File: src/cawd_pkg.sv
package cawd_pkg;

    // ------------------------------------------------------------------
    // Register addresses
    // ------------------------------------------------------------------
    localparam logic [7:0] ADDR_CONTROL_FLAGS = 8'hd8;
    localparam logic [7:0] ADDR_MODE          = 8'hd9;
    localparam logic [7:0] ADDR_COUNTER_LOW   = 8'he9;
    localparam logic [7:0] ADDR_COUNTER_HIGH  = 8'hf9;
    localparam logic [7:0] ADDR_WD_OFFSET     = 8'hcf;
    localparam logic [7:0] ADDR_WD_UPDATE     = 8'hd0;

    // ------------------------------------------------------------------
    // Reset values
    // ------------------------------------------------------------------
    localparam logic [7:0]  CONTROL_RESET = 8'h00;
    localparam logic [7:0]  MODE_RESET    = 8'h40;
    localparam logic [15:0] COUNTER_RESET = 16'h0000;
    localparam logic [7:0]  BYTE_RESET    = 8'h00;

    // ------------------------------------------------------------------
    // Field positions
    // ------------------------------------------------------------------
    localparam int CTRL_OVF_BIT  = 7;
    localparam int CTRL_RUN_BIT  = 6;
    localparam int CTRL_FIVE_BIT = 5;
    localparam int MODE_IDLE_BIT = 7;
    localparam int MODE_WDE_BIT  = 6;
    localparam int MODE_LOCK_BIT = 5;
    localparam int MODE_TB_LSB   = 1;
    localparam int MODE_OVFI_BIT = 0;
    localparam int NUM_MODULES   = 6;

    // ------------------------------------------------------------------
    // Timebase select codes and divider ratios
    // ------------------------------------------------------------------
    localparam logic [2:0] TB_DIV12   = 3'h0;
    localparam logic [2:0] TB_DIV4    = 3'h1;
    localparam logic [2:0] TB_TIMER0  = 3'h2;
    localparam logic [2:0] TB_EXT_IN  = 3'h3;
    localparam logic [2:0] TB_SYSTEM_CLOCK  = 3'h4;
    localparam logic [2:0] TB_EXT_CLK = 3'h5;
    localparam logic [3:0] DIV12_LAST = 4'hb;
    localparam logic [1:0] DIV4_LAST  = 2'h3;
    localparam logic [2:0] EXT8_LAST  = 3'h7;
    localparam logic [15:0] COUNTER_ALL_ONES = 16'hffff;
    localparam logic [7:0]  LOW_ALL_ONES     = 8'hff;

    // ------------------------------------------------------------------
    // Carriers
    // ------------------------------------------------------------------
    typedef struct packed {
        logic [7:0] addr;
        logic [7:0] wdata;
        logic       write;
    } cawd_sfr_req_s;

    typedef struct packed {
        logic       idle_suspend;
        logic       watchdog_enable_bit;
        logic       watchdog_lock_bit;
        logic [2:0] timebase_select;
        logic       overflow_interrupt_enable;
    } cawd_mode_s;

endpackage

File: src/cawd_timebase.sv
`timescale 1ns/10ps
module cawd_timebase
    import cawd_pkg::*;
(
    input  wire logic       clock,
    input  wire logic       reset,
    input  wire logic [2:0] timebase_select,
    input  wire logic       timer0_overflow,
    input  wire logic       external_count_input,
    input  wire logic       external_clock,
    output logic            tick
);

    // ------------------------------------------------------------------
    // Pin synchronisers
    // ------------------------------------------------------------------
    logic [1:0] eci_sync_q;
    logic [1:0] ext_sync_q;
    logic       eci_last_q;
    logic       ext_last_q;

    always_ff @(posedge clock) begin
        if (reset) begin
            eci_sync_q <= 2'h3;
            ext_sync_q <= 2'h0;
            eci_last_q <= 1'b1;
            ext_last_q <= 1'b0;
        end else begin
            eci_sync_q <= {eci_sync_q[0], external_count_input};
            ext_sync_q <= {ext_sync_q[0], external_clock};
            eci_last_q <= eci_sync_q[1];
            ext_last_q <= ext_sync_q[1];
        end
    end

    logic eci_fall;
    logic ext_rise;
    assign eci_fall = eci_last_q & ~eci_sync_q[1];
    assign ext_rise = ~ext_last_q & ext_sync_q[1];

    // ------------------------------------------------------------------
    // Prescalers
    // ------------------------------------------------------------------
    logic [3:0] div12_q;
    logic [1:0] div4_q;
    logic [2:0] ext8_q;

    always_ff @(posedge clock) begin
        if (reset) begin
            div12_q <= 4'h0;
            div4_q  <= 2'h0;
            ext8_q  <= 3'h0;
        end else begin
            div12_q <= (div12_q == DIV12_LAST) ? 4'h0 : div12_q + 4'h1;
            div4_q  <= div4_q + 2'h1;
            if (ext_rise)
                ext8_q <= ext8_q + 3'h1;
        end
    end

    // ------------------------------------------------------------------
    // Source select, registered so the counter sees a clean pulse
    // ------------------------------------------------------------------
    logic tick_d;
    always_comb begin
        unique case (timebase_select)
            TB_DIV12:   tick_d = (div12_q == DIV12_LAST);
            TB_DIV4:    tick_d = (div4_q == DIV4_LAST);
            TB_TIMER0:  tick_d = timer0_overflow;
            TB_EXT_IN:  tick_d = eci_fall;
            TB_SYSTEM_CLOCK:  tick_d = 1'b1;
            TB_EXT_CLK: tick_d = ext_rise & (ext8_q == EXT8_LAST);
            default:    tick_d = 1'b0;
        endcase
    end

    always_ff @(posedge clock) begin
        if (reset)
            tick <= 1'b0;
        else
            tick <= tick_d;
    end

endmodule // cawd_timebase

File: src/cawd_top.sv
// Operation
// - Reset on low overflow with update match while active
// - Writing one to module five flag resets while active
// - Timebase and idle select frozen while active
// - Watchdog active when enable or lock set
// - Lock holds watchdog until reset
// - Reset state gives 256 tick timeout
// - Counter wrap sets sticky overflow flag
// - Overflow request gated by interrupt enable
// - Run bit starts and stops counter
// - Module events set sticky flags, interrupt
// - Idle suspend bit pauses array in idle
// - Three bit timebase source decode
// - Enable bit set freezes other mode bits
// - Mode bit four reads zero, ignores writes
// - External input counts falling edges, limited rate
// - Update write loads high plus offset while active, else the written data
// - Watchdog forces run, blocks counter writes
// - Run bit reads software value only
`timescale 1ns/10ps
module cawd_top
    import cawd_pkg::*;
(
    input  wire logic                   clock,
    input  wire logic                   reset,
    input  wire logic [7:0]             sfr_addr,
    input  wire logic [7:0]             sfr_wdata,
    input  wire logic                   sfr_write,
    output logic      [7:0]             sfr_rdata,
    input  wire logic                   cpu_idle,
    input  wire logic                   timer0_overflow,
    input  wire logic                   external_count_input,
    input  wire logic                   external_clock,
    input  wire logic [NUM_MODULES-1:0] module_events,
    input  wire logic [NUM_MODULES-1:0] module_irq_enable,
    output logic      [15:0]            counter_value,
    output logic                        counter_tick,
    output logic                        watchdog_active,
    output logic                        watchdog_reset,
    output logic                        array_irq
);

    // ------------------------------------------------------------------
    // Request decode
    // ------------------------------------------------------------------
    cawd_sfr_req_s req;
    assign req = '{addr: sfr_addr, wdata: sfr_wdata, write: sfr_write};

    logic wr_ctrl;
    logic wr_mode;
    logic wr_low;
    logic wr_high;
    logic wr_offset;
    logic wr_update;

    assign wr_ctrl   = req.write & (req.addr == ADDR_CONTROL_FLAGS);
    assign wr_mode   = req.write & (req.addr == ADDR_MODE);
    assign wr_low    = req.write & (req.addr == ADDR_COUNTER_LOW);
    assign wr_high   = req.write & (req.addr == ADDR_COUNTER_HIGH);
    assign wr_offset = req.write & (req.addr == ADDR_WD_OFFSET);
    assign wr_update = req.write & (req.addr == ADDR_WD_UPDATE);

    // ------------------------------------------------------------------
    // Mode register
    // ------------------------------------------------------------------
    cawd_mode_s mode_q;
    logic       active;

    // Lock alone keeps the dog alive even if the enable bit is cleared
    assign active = mode_q.watchdog_enable_bit
                  | mode_q.watchdog_lock_bit;

    always_ff @(posedge clock) begin
        if (reset) begin
            mode_q.idle_suspend              <= MODE_RESET[MODE_IDLE_BIT];
            mode_q.watchdog_enable_bit       <= MODE_RESET[MODE_WDE_BIT];
            mode_q.watchdog_lock_bit         <= MODE_RESET[MODE_LOCK_BIT];
            mode_q.timebase_select           <=
                MODE_RESET[MODE_TB_LSB +: 3];
            mode_q.overflow_interrupt_enable <= MODE_RESET[MODE_OVFI_BIT];
        end else if (wr_mode) begin
            mode_q.watchdog_enable_bit <= req.wdata[MODE_WDE_BIT];
            if (!mode_q.watchdog_enable_bit) begin
                // Lock can only be set; clearing it needs a reset
                if (req.wdata[MODE_LOCK_BIT])
                    mode_q.watchdog_lock_bit <= 1'b1;
                mode_q.overflow_interrupt_enable <=
                    req.wdata[MODE_OVFI_BIT];
                if (!active) begin
                    mode_q.idle_suspend    <= req.wdata[MODE_IDLE_BIT];
                    mode_q.timebase_select <= req.wdata[MODE_TB_LSB +: 3];
                end
            end
        end
    end

    // ------------------------------------------------------------------
    // Timebase
    // ------------------------------------------------------------------
    logic tick;

    cawd_timebase u_timebase (
        .clock                (clock),
        .reset                (reset),
        .timebase_select      (mode_q.timebase_select),
        .timer0_overflow      (timer0_overflow),
        .external_count_input (external_count_input),
        .external_clock       (external_clock),
        .tick                 (tick)
    );

    // ------------------------------------------------------------------
    // Run control
    // ------------------------------------------------------------------
    logic run_q;
    logic suspended;
    logic advance;

    always_ff @(posedge clock) begin
        if (reset)
            run_q <= CONTROL_RESET[CTRL_RUN_BIT];
        else if (wr_ctrl)
            run_q <= req.wdata[CTRL_RUN_BIT];
    end

    assign suspended = mode_q.idle_suspend & cpu_idle;
    // Active watchdog overrides a cleared run bit
    assign advance = tick & (run_q | active) & ~suspended;

    // ------------------------------------------------------------------
    // Counter
    // ------------------------------------------------------------------
    logic [15:0] counter_q;
    logic        wrap;
    logic        low_overflow;

    assign wrap         = advance & (counter_q == COUNTER_ALL_ONES);
    assign low_overflow = advance & (counter_q[7:0] == LOW_ALL_ONES);

    always_ff @(posedge clock) begin
        if (reset) begin
            counter_q <= COUNTER_RESET;
        end else if (wr_low && !active) begin
            counter_q[7:0] <= req.wdata;
        end else if (wr_high && !active) begin
            counter_q[15:8] <= req.wdata;
        end else if (advance) begin
            counter_q <= counter_q + 16'h0001;
        end
    end

    // ------------------------------------------------------------------
    // Watchdog compare bytes
    // ------------------------------------------------------------------
    logic [7:0] offset_q;
    logic [7:0] update_q;

    always_ff @(posedge clock) begin
        if (reset)
            offset_q <= BYTE_RESET;
        else if (wr_offset)
            offset_q <= req.wdata;
    end

    always_ff @(posedge clock) begin
        if (reset) begin
            update_q <= BYTE_RESET;
        end else if (wr_update) begin
            // Data is ignored while armed; the reload is what counts
            if (active)
                update_q <= counter_q[15:8] + offset_q;
            else
                update_q <= req.wdata;
        end
    end

    // ------------------------------------------------------------------
    // Watchdog reset
    // ------------------------------------------------------------------
    logic timeout;
    logic forced;

    assign timeout = active & low_overflow
                   & (update_q == counter_q[15:8]);
    assign forced  = active & wr_ctrl
                   & req.wdata[CTRL_FIVE_BIT];

    always_ff @(posedge clock) begin
        if (reset)
            watchdog_reset <= 1'b0;
        else
            watchdog_reset <= timeout | forced;
    end

    // ------------------------------------------------------------------
    // Sticky flags: hardware set wins over software clear
    // ------------------------------------------------------------------
    logic                   ovf_flag_q;
    logic [NUM_MODULES-1:0] match_flags_q;

    always_ff @(posedge clock) begin
        if (reset)
            ovf_flag_q <= CONTROL_RESET[CTRL_OVF_BIT];
        else if (wrap)
            ovf_flag_q <= 1'b1;
        else if (wr_ctrl)
            ovf_flag_q <= req.wdata[CTRL_OVF_BIT];
    end

    genvar m;
    generate
        for (m = 0; m < NUM_MODULES; m++) begin : g_flag
            always_ff @(posedge clock) begin
                if (reset)
                    match_flags_q[m] <= CONTROL_RESET[m];
                else if (module_events[m])
                    match_flags_q[m] <= 1'b1;
                else if (wr_ctrl)
                    match_flags_q[m] <= req.wdata[m];
            end
        end
    endgenerate

    // ------------------------------------------------------------------
    // Interrupt request
    // ------------------------------------------------------------------
    always_ff @(posedge clock) begin
        if (reset)
            array_irq <= 1'b0;
        else
            array_irq <= (ovf_flag_q
                          & mode_q.overflow_interrupt_enable)
                       | (|(match_flags_q & module_irq_enable));
    end

    // ------------------------------------------------------------------
    // Read path, one cycle behind the address
    // ------------------------------------------------------------------
    logic [7:0] rdata_d;
    logic [7:0] mode_read;

    always_comb begin
        mode_read = 8'h00;
        mode_read[MODE_IDLE_BIT]     = mode_q.idle_suspend;
        mode_read[MODE_WDE_BIT]      = mode_q.watchdog_enable_bit;
        mode_read[MODE_LOCK_BIT]     = mode_q.watchdog_lock_bit;
        mode_read[MODE_TB_LSB +: 3]  = mode_q.timebase_select;
        mode_read[MODE_OVFI_BIT]     = mode_q.overflow_interrupt_enable;
    end

    always_comb begin
        rdata_d = 8'h00;
        if (req.addr == ADDR_CONTROL_FLAGS) begin
            rdata_d[CTRL_OVF_BIT]         = ovf_flag_q;
            rdata_d[CTRL_RUN_BIT]         = run_q;
            rdata_d[NUM_MODULES-1:0]      = match_flags_q;
        end else if (req.addr == ADDR_MODE) begin
            rdata_d = mode_read;
        end else if (req.addr == ADDR_COUNTER_LOW) begin
            rdata_d = counter_q[7:0];
        end else if (req.addr == ADDR_COUNTER_HIGH) begin
            rdata_d = counter_q[15:8];
        end else if (req.addr == ADDR_WD_OFFSET) begin
            rdata_d = offset_q;
        end else if (req.addr == ADDR_WD_UPDATE) begin
            rdata_d = update_q;
        end
    end

    always_ff @(posedge clock) begin
        if (reset)
            sfr_rdata <= 8'h00;
        else
            sfr_rdata <= rdata_d;
    end

    // ------------------------------------------------------------------
    // Status outputs
    // ------------------------------------------------------------------
    always_ff @(posedge clock) begin
        if (reset) begin
            counter_value   <= COUNTER_RESET;
            counter_tick    <= 1'b0;
            watchdog_active <= 1'b1;
        end else begin
            counter_value   <= counter_q;
            counter_tick    <= advance;
            watchdog_active <= active;
        end
    end

endmodule // cawd_top

File: config.mk
export PLATFORM = sky130hd
export DESIGN_NAME = cawd_top
export DESIGN_NICKNAME = d
export VERILOG_FILES = /design/src/cawd_pkg.sv /design/src/cawd_timebase.sv /design/src/cawd_top.sv
export SDC_FILE = /design/constraint.sdc
export NUM_CORES = 1
export LEC_CHECK = 0
export ABC_CLOCK_PERIOD_IN_PS = 3500
export BUFFER_PORTS_ARGS = -buffer_cell sky130_fd_sc_hd__buf_2
export CORE_MARGIN = 4
export CORE_UTILIZATION = 50
export CTS_CLUSTER_SIZE = 40
export DETAILED_ROUTE_END_ITERATION = 7
export GPL_TIMING_DRIVEN = 1
export PLACE_DENSITY = 0.8
export SETUP_SLACK_MARGIN = 0.02
export SLEW_MARGIN = 10
export SYNTH_ARGS = -nofsm -noshare
export SYNTH_HDL_FRONTEND = slang
export SYNTH_SLANG_ARGS = --single-unit
File: constraint.sdc
create_clock -name clock -period 3.5 [get_ports clock]
set_clock_uncertainty 0.15 [all_clocks]
set_input_delay 0.525 -clock clock [delete_from_list [all_inputs] [get_ports clock]]
set_output_delay 0.525 -clock clock [all_outputs]
set_load 0.01 [all_outputs]
==> reports/qor.yml, run 1 <==
grt_pass1_wl_um: 18700
min_period_over_period_pct: 67.0
ys.warnings.count: 0
required_ps: 3640
clockBufferDepth: 2
hold_path_class: "in2reg"
synth_fp_nets: 539
drt_iter0_markers: 288
tritoncts: "yes"
core_area_um2: 8380
cts_resized: 0
drc: 0
synth_edf_count: 0
synth_top_area_share_pct: 41.4
finalNonFillerCells: 651
critPathKind: "reg2reg"
htree_levels: 3
cts_setup_buffers: 0
yosys.area_share.simple_pct: 23.7
routedWlPerCell_um: 18.1
dr.pass1.iters: 6
clkTransAtPathRegs_ps: 90
crit_chain: "a21boi_1, nand3_1, or3_4, or3_1, a31oi_1"
synth.avg_cell_area_um2: 8.96
grt_use_total_pct: 23.1
clock_latency_ps: 360
cts-hold-fix-buffers: 0
die_h_um: 102
synth_adder_area_share_pct: 3.87
yosysTopAreaCell: "dfxtp_1"
postRouteAntennaNets: 0
fp.dieW_um: 102
ir_drop_v: 0.000192
min_period_ps: 2350
row_count: 33
setup_viol_count_final: 0
grt_max_degree: 47
synth_mux_area_share_pct: 5.49
grt_setup_unrepaired: "false"
dp_cells: 636
place_area_um2: 4750
worstPathArrival_ps: 2480
dp.final_hpwl_um: 8530
final_nets: 590
syn_area_um2: 4400
fin_tns_setup_ps: 0
hold_viol: 0
clock-root-buffer: "clkbuf_8"
run_status: "finished, final reports clean"
n_antenna_cell: 0
tightest_slew_ps: 831
synthTopCellsByArea: "dfxtp_1, mux2i_1, nor2_1"
synth.most_common_cell: "dfxtp_1"
crit_fanout: 11
fin_area_um2: 4950
synthCells: 491
p_per_area_nw_per_um2: 376
power.leakage_nw: 1.91
numCtsBuffers: 9
fmax_mhz: 426
ys_types: 60
synth-async-reset-ratio_pct: 0
io_pins: 63
antenna_found_initial: 0
drive_gt1_share_pct: 17.9
cts.sinks: 91
grt_pass1_vias: 3685
fin_util_pct: 59.0
fillerInstances: 762
synth_top_family_by_area: "simple AND/OR/NAND/NOR gates"
cap_violations: 0
synth_ff_type: "dfxtp_1"
start_util_pct: 52.5
viasPerCell: 5.92
fp.dieArea_um2: 10400
port_buffers: 62
synth_compound_area_share_pct: 16.0
vias: 3852
worst-path-buf-inv: 0
wl_um: 11800
synth_seq_cells: 91
place.gp.congestion: 0.957
slew_viol_final: 0
synth-xor-area-share_pct: 4.98
relSlewSlack_pct: 44.6
synthTopCellsByCount: "dfxtp_1, nor2_1, nand2_1"
syn_to_final_growth_pct: 12.5
slowest_stage: "or3_4"
worstSetupStartpointType: "flop"
crit_family: "simple AND/OR/NAND/NOR gates"
endpoint_kind: "flop"
ys_seq_area_share_pct: 41.4
overflow: 0
critPathMaxStageDelay_ps: 560
==> final timing paths <==
path | startpoint | end | slack, ps | depth (start not counted)
worst min-delay path | external_count_input | u_timebase.eci_sync_q[0]$_SDFF_PP1_ | 220 | 2
worst min register to register | u_timebase.eci_sync_q[0]$_SDFF_PP1_ | u_timebase.eci_sync_q[1]$_SDFF_PP1_ | 270 | 1
worst max-delay path | u_timebase.tick$_SDFF_PP0_ | counter_q[15]$_SDFFE_PP0P_ | 1150 | 5
worst max register to register | u_timebase.tick$_SDFF_PP0_ | counter_q[15]$_SDFFE_PP0P_ | 1150 | 5
==> metal layers <==
layer	vias up	part of all wire, %	track usage (%)
met5	-	0	0
met4	0	2.6	8.59
met3	26	6.0	4.96
met2	149	48	37.5
met1	1809	44	30.3
li1	1868	-	-
==> cell type report <==
cell class              count  area, um2  share of cell area [%]
clock buffers               9        124                    2.50
clock inverters             6       67.6                    1.37
inverters                  21       78.8                    1.59
multi-input cells         354       2380                    48.1
flip-flops and latches     91       1820                    36.8
well taps                 105        131                    2.66
repair buffers             65        345                    6.98
==> registers in the layout, indices dropped and copies added, names as in the netlist, 2 cells and up <==
| signal | cells |
|---|---|
| u_timebase.ext_sync_q | 2 |
| mode_q | 7 |
| match_flags_q | 6 |
| counter_value | 16 |
| sfr_rdata | 8 |
| u_timebase.ext8_q | 3 |
| update_q | 8 |
| offset_q | 8 |
| u_timebase.div12_q | 4 |
| counter_q | 16 |
| u_timebase.div4_q | 2 |
| u_timebase.eci_sync_q | 2 |
==> worst register-to-register path: stages (launching register included) <==
cell	delay [ps]
dfxtp_1	320
a21boi_1	240
nand3_1	480
or3_4	560
or3_1	370
a31oi_1	160
==> stage by stage <==
step	setup WS [ps]	hold slack [ps]	total power [mW]
after floorplan	1450	239	1.14
after global placement	946	249	1.19
after detailed placement	920	258	1.19
after CTS	1210	215	1.86
after global routing	1040	216	1.92
final	1150	216	1.86
==> cells by family after synthesis <==
logic type	Yosys count
and+or+nand+nor	187
AOI/OAI and AO/OA	105
DFF	91
buffers and inverters	46
xor gates and xnor gates	25
muxes	24
adders and majority gates	13
==> power by group <==
part           internal (mW)  switching (mW)  total [mW]
registers               1.05         0.00993        1.06
clock network          0.327           0.366       0.693
logic                 0.0416          0.0654       0.107
total                   1.42           0.441        1.86
==> layout by cell type, fill, tap and decap left out, types with 5 or more instances in the layout <==
master / count
dfxtp_1: 91
o21ai_0: 12
clkbuf_8: 9
nand4_1: 7
and4_1: 6
nor4_2: 5
a21oi_1: 26
mux2i_1: 23
nand3_1: 11
nand2_1: 33
inv_1: 20
nor3_1: 13
a211oi_1: 26
xnor2_1: 21
o22ai_1: 7
nor2b_1: 21
nor2_1: 56
a31oi_1: 7
ha_1: 12
buf_2: 62
a221oi_1: 8
Power figures use the tool's default switching activity.
==> run 2, diff against run 1 <==
--- a/config.mk
+++ b/config.mk
@@ -5,14 +5,14 @@
 export SDC_FILE = /design/constraint.sdc
 export NUM_CORES = 1
 export LEC_CHECK = 0
-export ABC_CLOCK_PERIOD_IN_PS = 3500
+export ABC_CLOCK_PERIOD_IN_PS = 2000
 export BUFFER_PORTS_ARGS = -buffer_cell sky130_fd_sc_hd__buf_2
 export CORE_MARGIN = 4
 export CORE_UTILIZATION = 50
 export CTS_CLUSTER_SIZE = 40
 export DETAILED_ROUTE_END_ITERATION = 7
 export GPL_TIMING_DRIVEN = 1
-export PLACE_DENSITY = 0.8
+export PLACE_DENSITY = 0.83
 export SETUP_SLACK_MARGIN = 0.02
 export SLEW_MARGIN = 10
 export SYNTH_ARGS = -nofsm -noshare
==> constraint.sdc (replaced) <==
create_clock -name clock -period 2 [get_ports clock]
set_clock_uncertainty 0.15 [all_clocks]
set_input_delay 0.3 -clock clock [delete_from_list [all_inputs] [get_ports clock]]
set_output_delay 0.3 -clock clock [all_outputs]
set_load 0.01 [all_outputs]
==> reports/qor.yml, run 2 (synthesized netlist as in run 1, its figures left out) <==
final_cell_mix: "dfxtp_1, buf_2, nor2_1, buf_4, nand2_1"
setup_ws_ps: -39.4  # -1190 ps
final_common_cell: "dfxtp_1"
wl_um: 13500  # +15%
fp.dieW_um: 102  # unchanged
largestRegisters: "counter_q: 16 flops, counter_value: 16 flops"
hold_path_class: "in2reg"
routedWlPerCell_um: 19.4  # +7.1%
tightest_slew_ps: 411  # -420 ps
crit_end: "update_q[6]$_SDFFE_PP0P_"
min_period_ps: 2040  # -306 ps
clockBufferDepth: 2  # unchanged
endpoint_kind: "flop"
slowest_stage: "or4_4"
r2r-end: "update_q[6]$_SDFFE_PP0P_"
dp.final_hpwl_um: 9470  # +11%
crit_fanout: 3  # -8
place.gp.congestion: 0.976  # +1.9%
min_period_over_period_pct: 102  # +35 points
hold_viol: 0  # unchanged
vias: 4325  # +12%
final_nets: 637  # +8.0%
hold_slack_ps: 10.8  # -205 ps
finalNonFillerCells: 699  # +7.4%
fin_total_pwr_mw: 3.47  # +86%
fp.dieArea_um2: 10400  # unchanged
p_per_area_nw_per_um2: 635  # +69%
overflow: 0  # unchanged
place_area_um2: 5080  # +6.9%
grt_pass1_vias: 4177  # +13%
start_util_pct: 52.5  # unchanged
dp_cells: 678  # +6.6%
required_ps: 2110  # -1530 ps
fin_area_um2: 5460  # +10%
numCtsBuffers: 9  # unchanged
power.leakage_nw: 2.20  # +15%
run_status: "finished, violations left"
cp-startpoint: "offset_q[0]$_SDFFE_PP0P_"
tritoncts: "yes"
worstPathArrival_ps: 2150  # -330 ps
post-place-ws_ps: -92.4  # -1010 ps
clock-root-buffer: "clkbuf_8"
grt_setup_unrepaired: "true"
r2r_slack_ps: -40  # -1190 ps
die_h_um: 102  # unchanged
cts.sinks: 91  # unchanged
violations: "negative setup slack"
row_count: 33  # unchanged
htree_levels: 3  # unchanged
fmax_mhz: 490  # +15%
setup_viol_count_final: 1  # +1
antenna_found_initial: 0  # unchanged
rr_worst_depth: 8  # +3
n_antenna_cell: 0  # unchanged
core_area_um2: 8380  # unchanged
grt_use_total_pct: 26.3  # +3.2 points
port_buffers: 62  # unchanged
postRouteAntennaNets: 0  # unchanged
viasPerCell: 6.19  # +4.6%
grt_pass1_wl_um: 20900  # +11%
drc: 0  # unchanged
slew_viol_final: 0  # unchanged
cap_violations: 0  # unchanged
io_pins: 63  # unchanged
grt_max_degree: 21  # -55%
worstSetupStartpointType: "flop"
clock_latency_ps: 370  # about the same
fillerInstances: 658  # -14%
relSlewSlack_pct: 72.5  # +28 points
reg2reg_from: "offset_q[0]$_SDFFE_PP0P_"
clkTransAtPathRegs_ps: 90  # about the same
critPathMaxStageDelay_ps: 430  # -130 ps
drive_gt1_share_pct: 28.5  # +11 points
crit_chain: "ha_4, inv_4, fa_2, nor2b_2, o31a_1, or4_4, nand3_2, a211oi_2"
syn_to_final_growth_pct: 24.1
drt_iter0_markers: 392  # +36%
critPathKind: "reg2reg"
ir_drop_v: 0.000411  # +110%
dr.pass1.iters: 7  # +1
-- run 2: changes by cell type in the layout (fill, tap and decap cells not counted), sizes merged --
cell	previous run	this run
clkinvlp	2	1
clkinv	3	1
buf	65	111
clkbuf	9	11
dlygate4sd3	0	1
bufinv	1	2
inv	21	22
-- run 2: layout make-up --
class / count / area [um2] / area share [%]
Inverter: 21 / 81.3 / 1.49
Sequential cell: 91 / 1830 / 33.6
Clock inverter: 5 / 85.1 / 1.56
Timing Repair Buffer: 112 / 713 / 13.1
Tap cell: 105 / 131 / 2.41
Clock buffer: 11 / 141 / 2.59
Multi-Input combinational cell: 354 / 2470 / 45.3
-- run 2: per-layer routing --
metal / global-route usage [%] / vias up / part of all wire, %
li1: - / 1965 / -
met1: 31.4 / 1968 / 37
met4: 15.2 / 0 / 6.0
met3: 4.55 / 84 / 9.6
met2: 44.3 / 308 / 48
met5: 0 / - / 0
-- run 2: through the flow --
stage	util [%]	TNS [ps]
floorplan	-	0
global placement	60.6	-27.6
detailed placement	60.6	-92.4
CTS	63.8	0
global route	65.1	-136
finish	65.1	-39.4
-- run 2: worst min path at each step --
stage	from	end	slack [ps]	cells past startpoint
after detailed placement	u_timebase.div4_q[0]$_SDFF_PP0_	u_timebase.div4_q[0]$_SDFF_PP0_	260	1
after global placement	u_timebase.div4_q[0]$_SDFF_PP0_	u_timebase.div4_q[0]$_SDFF_PP0_	250	1
after floorplan	u_timebase.eci_sync_q[0]$_SDFF_PP1_	u_timebase.eci_sync_q[1]$_SDFF_PP1_	240	1
after global routing	module_events[1]	match_flags_q[1]$_SDFFE_PP0P_	20	3
after CTS	module_events[1]	match_flags_q[1]$_SDFFE_PP0P_	10	3
final	module_events[1]	match_flags_q[1]$_SDFFE_PP0P_	10	3
-- run 2: report_power, final --
| group | internal (mW) | leakage, nW | switching [mW] |
|---|---|---|---|
| sequential | 1.84 | 0.741 | 0.0181 |
| clock | 0.745 | 0.110 | 0.663 |
| combinational | 0.0845 | 1.35 | 0.121 |
-- run 2: repair_timing --
| item | CTS | global route |
|---|---|---|
| gates resized for setup | 7 | 24 |
| buffers inserted | 0 | 4 |
| pin swaps | 2 | 5 |
| endpoints found under the setup margin | 4 | 14 |
| hold buffers | 1 | 0 |
| endpoints found under the hold margin | 1 | 0 |
| cloned | 0 | 0 |
-- run 2: worst max-delay path: cells and delay by family, from the launching register on --
| family | cells | cell delay [ps] |
|---|---|---|
| simple gates | 3 | 570 |
| fa+ha+maj | 2 | 390 |
| compound gates | 2 | 390 |
| flops | 1 | 370 |
| buf+inv | 1 | 60 |
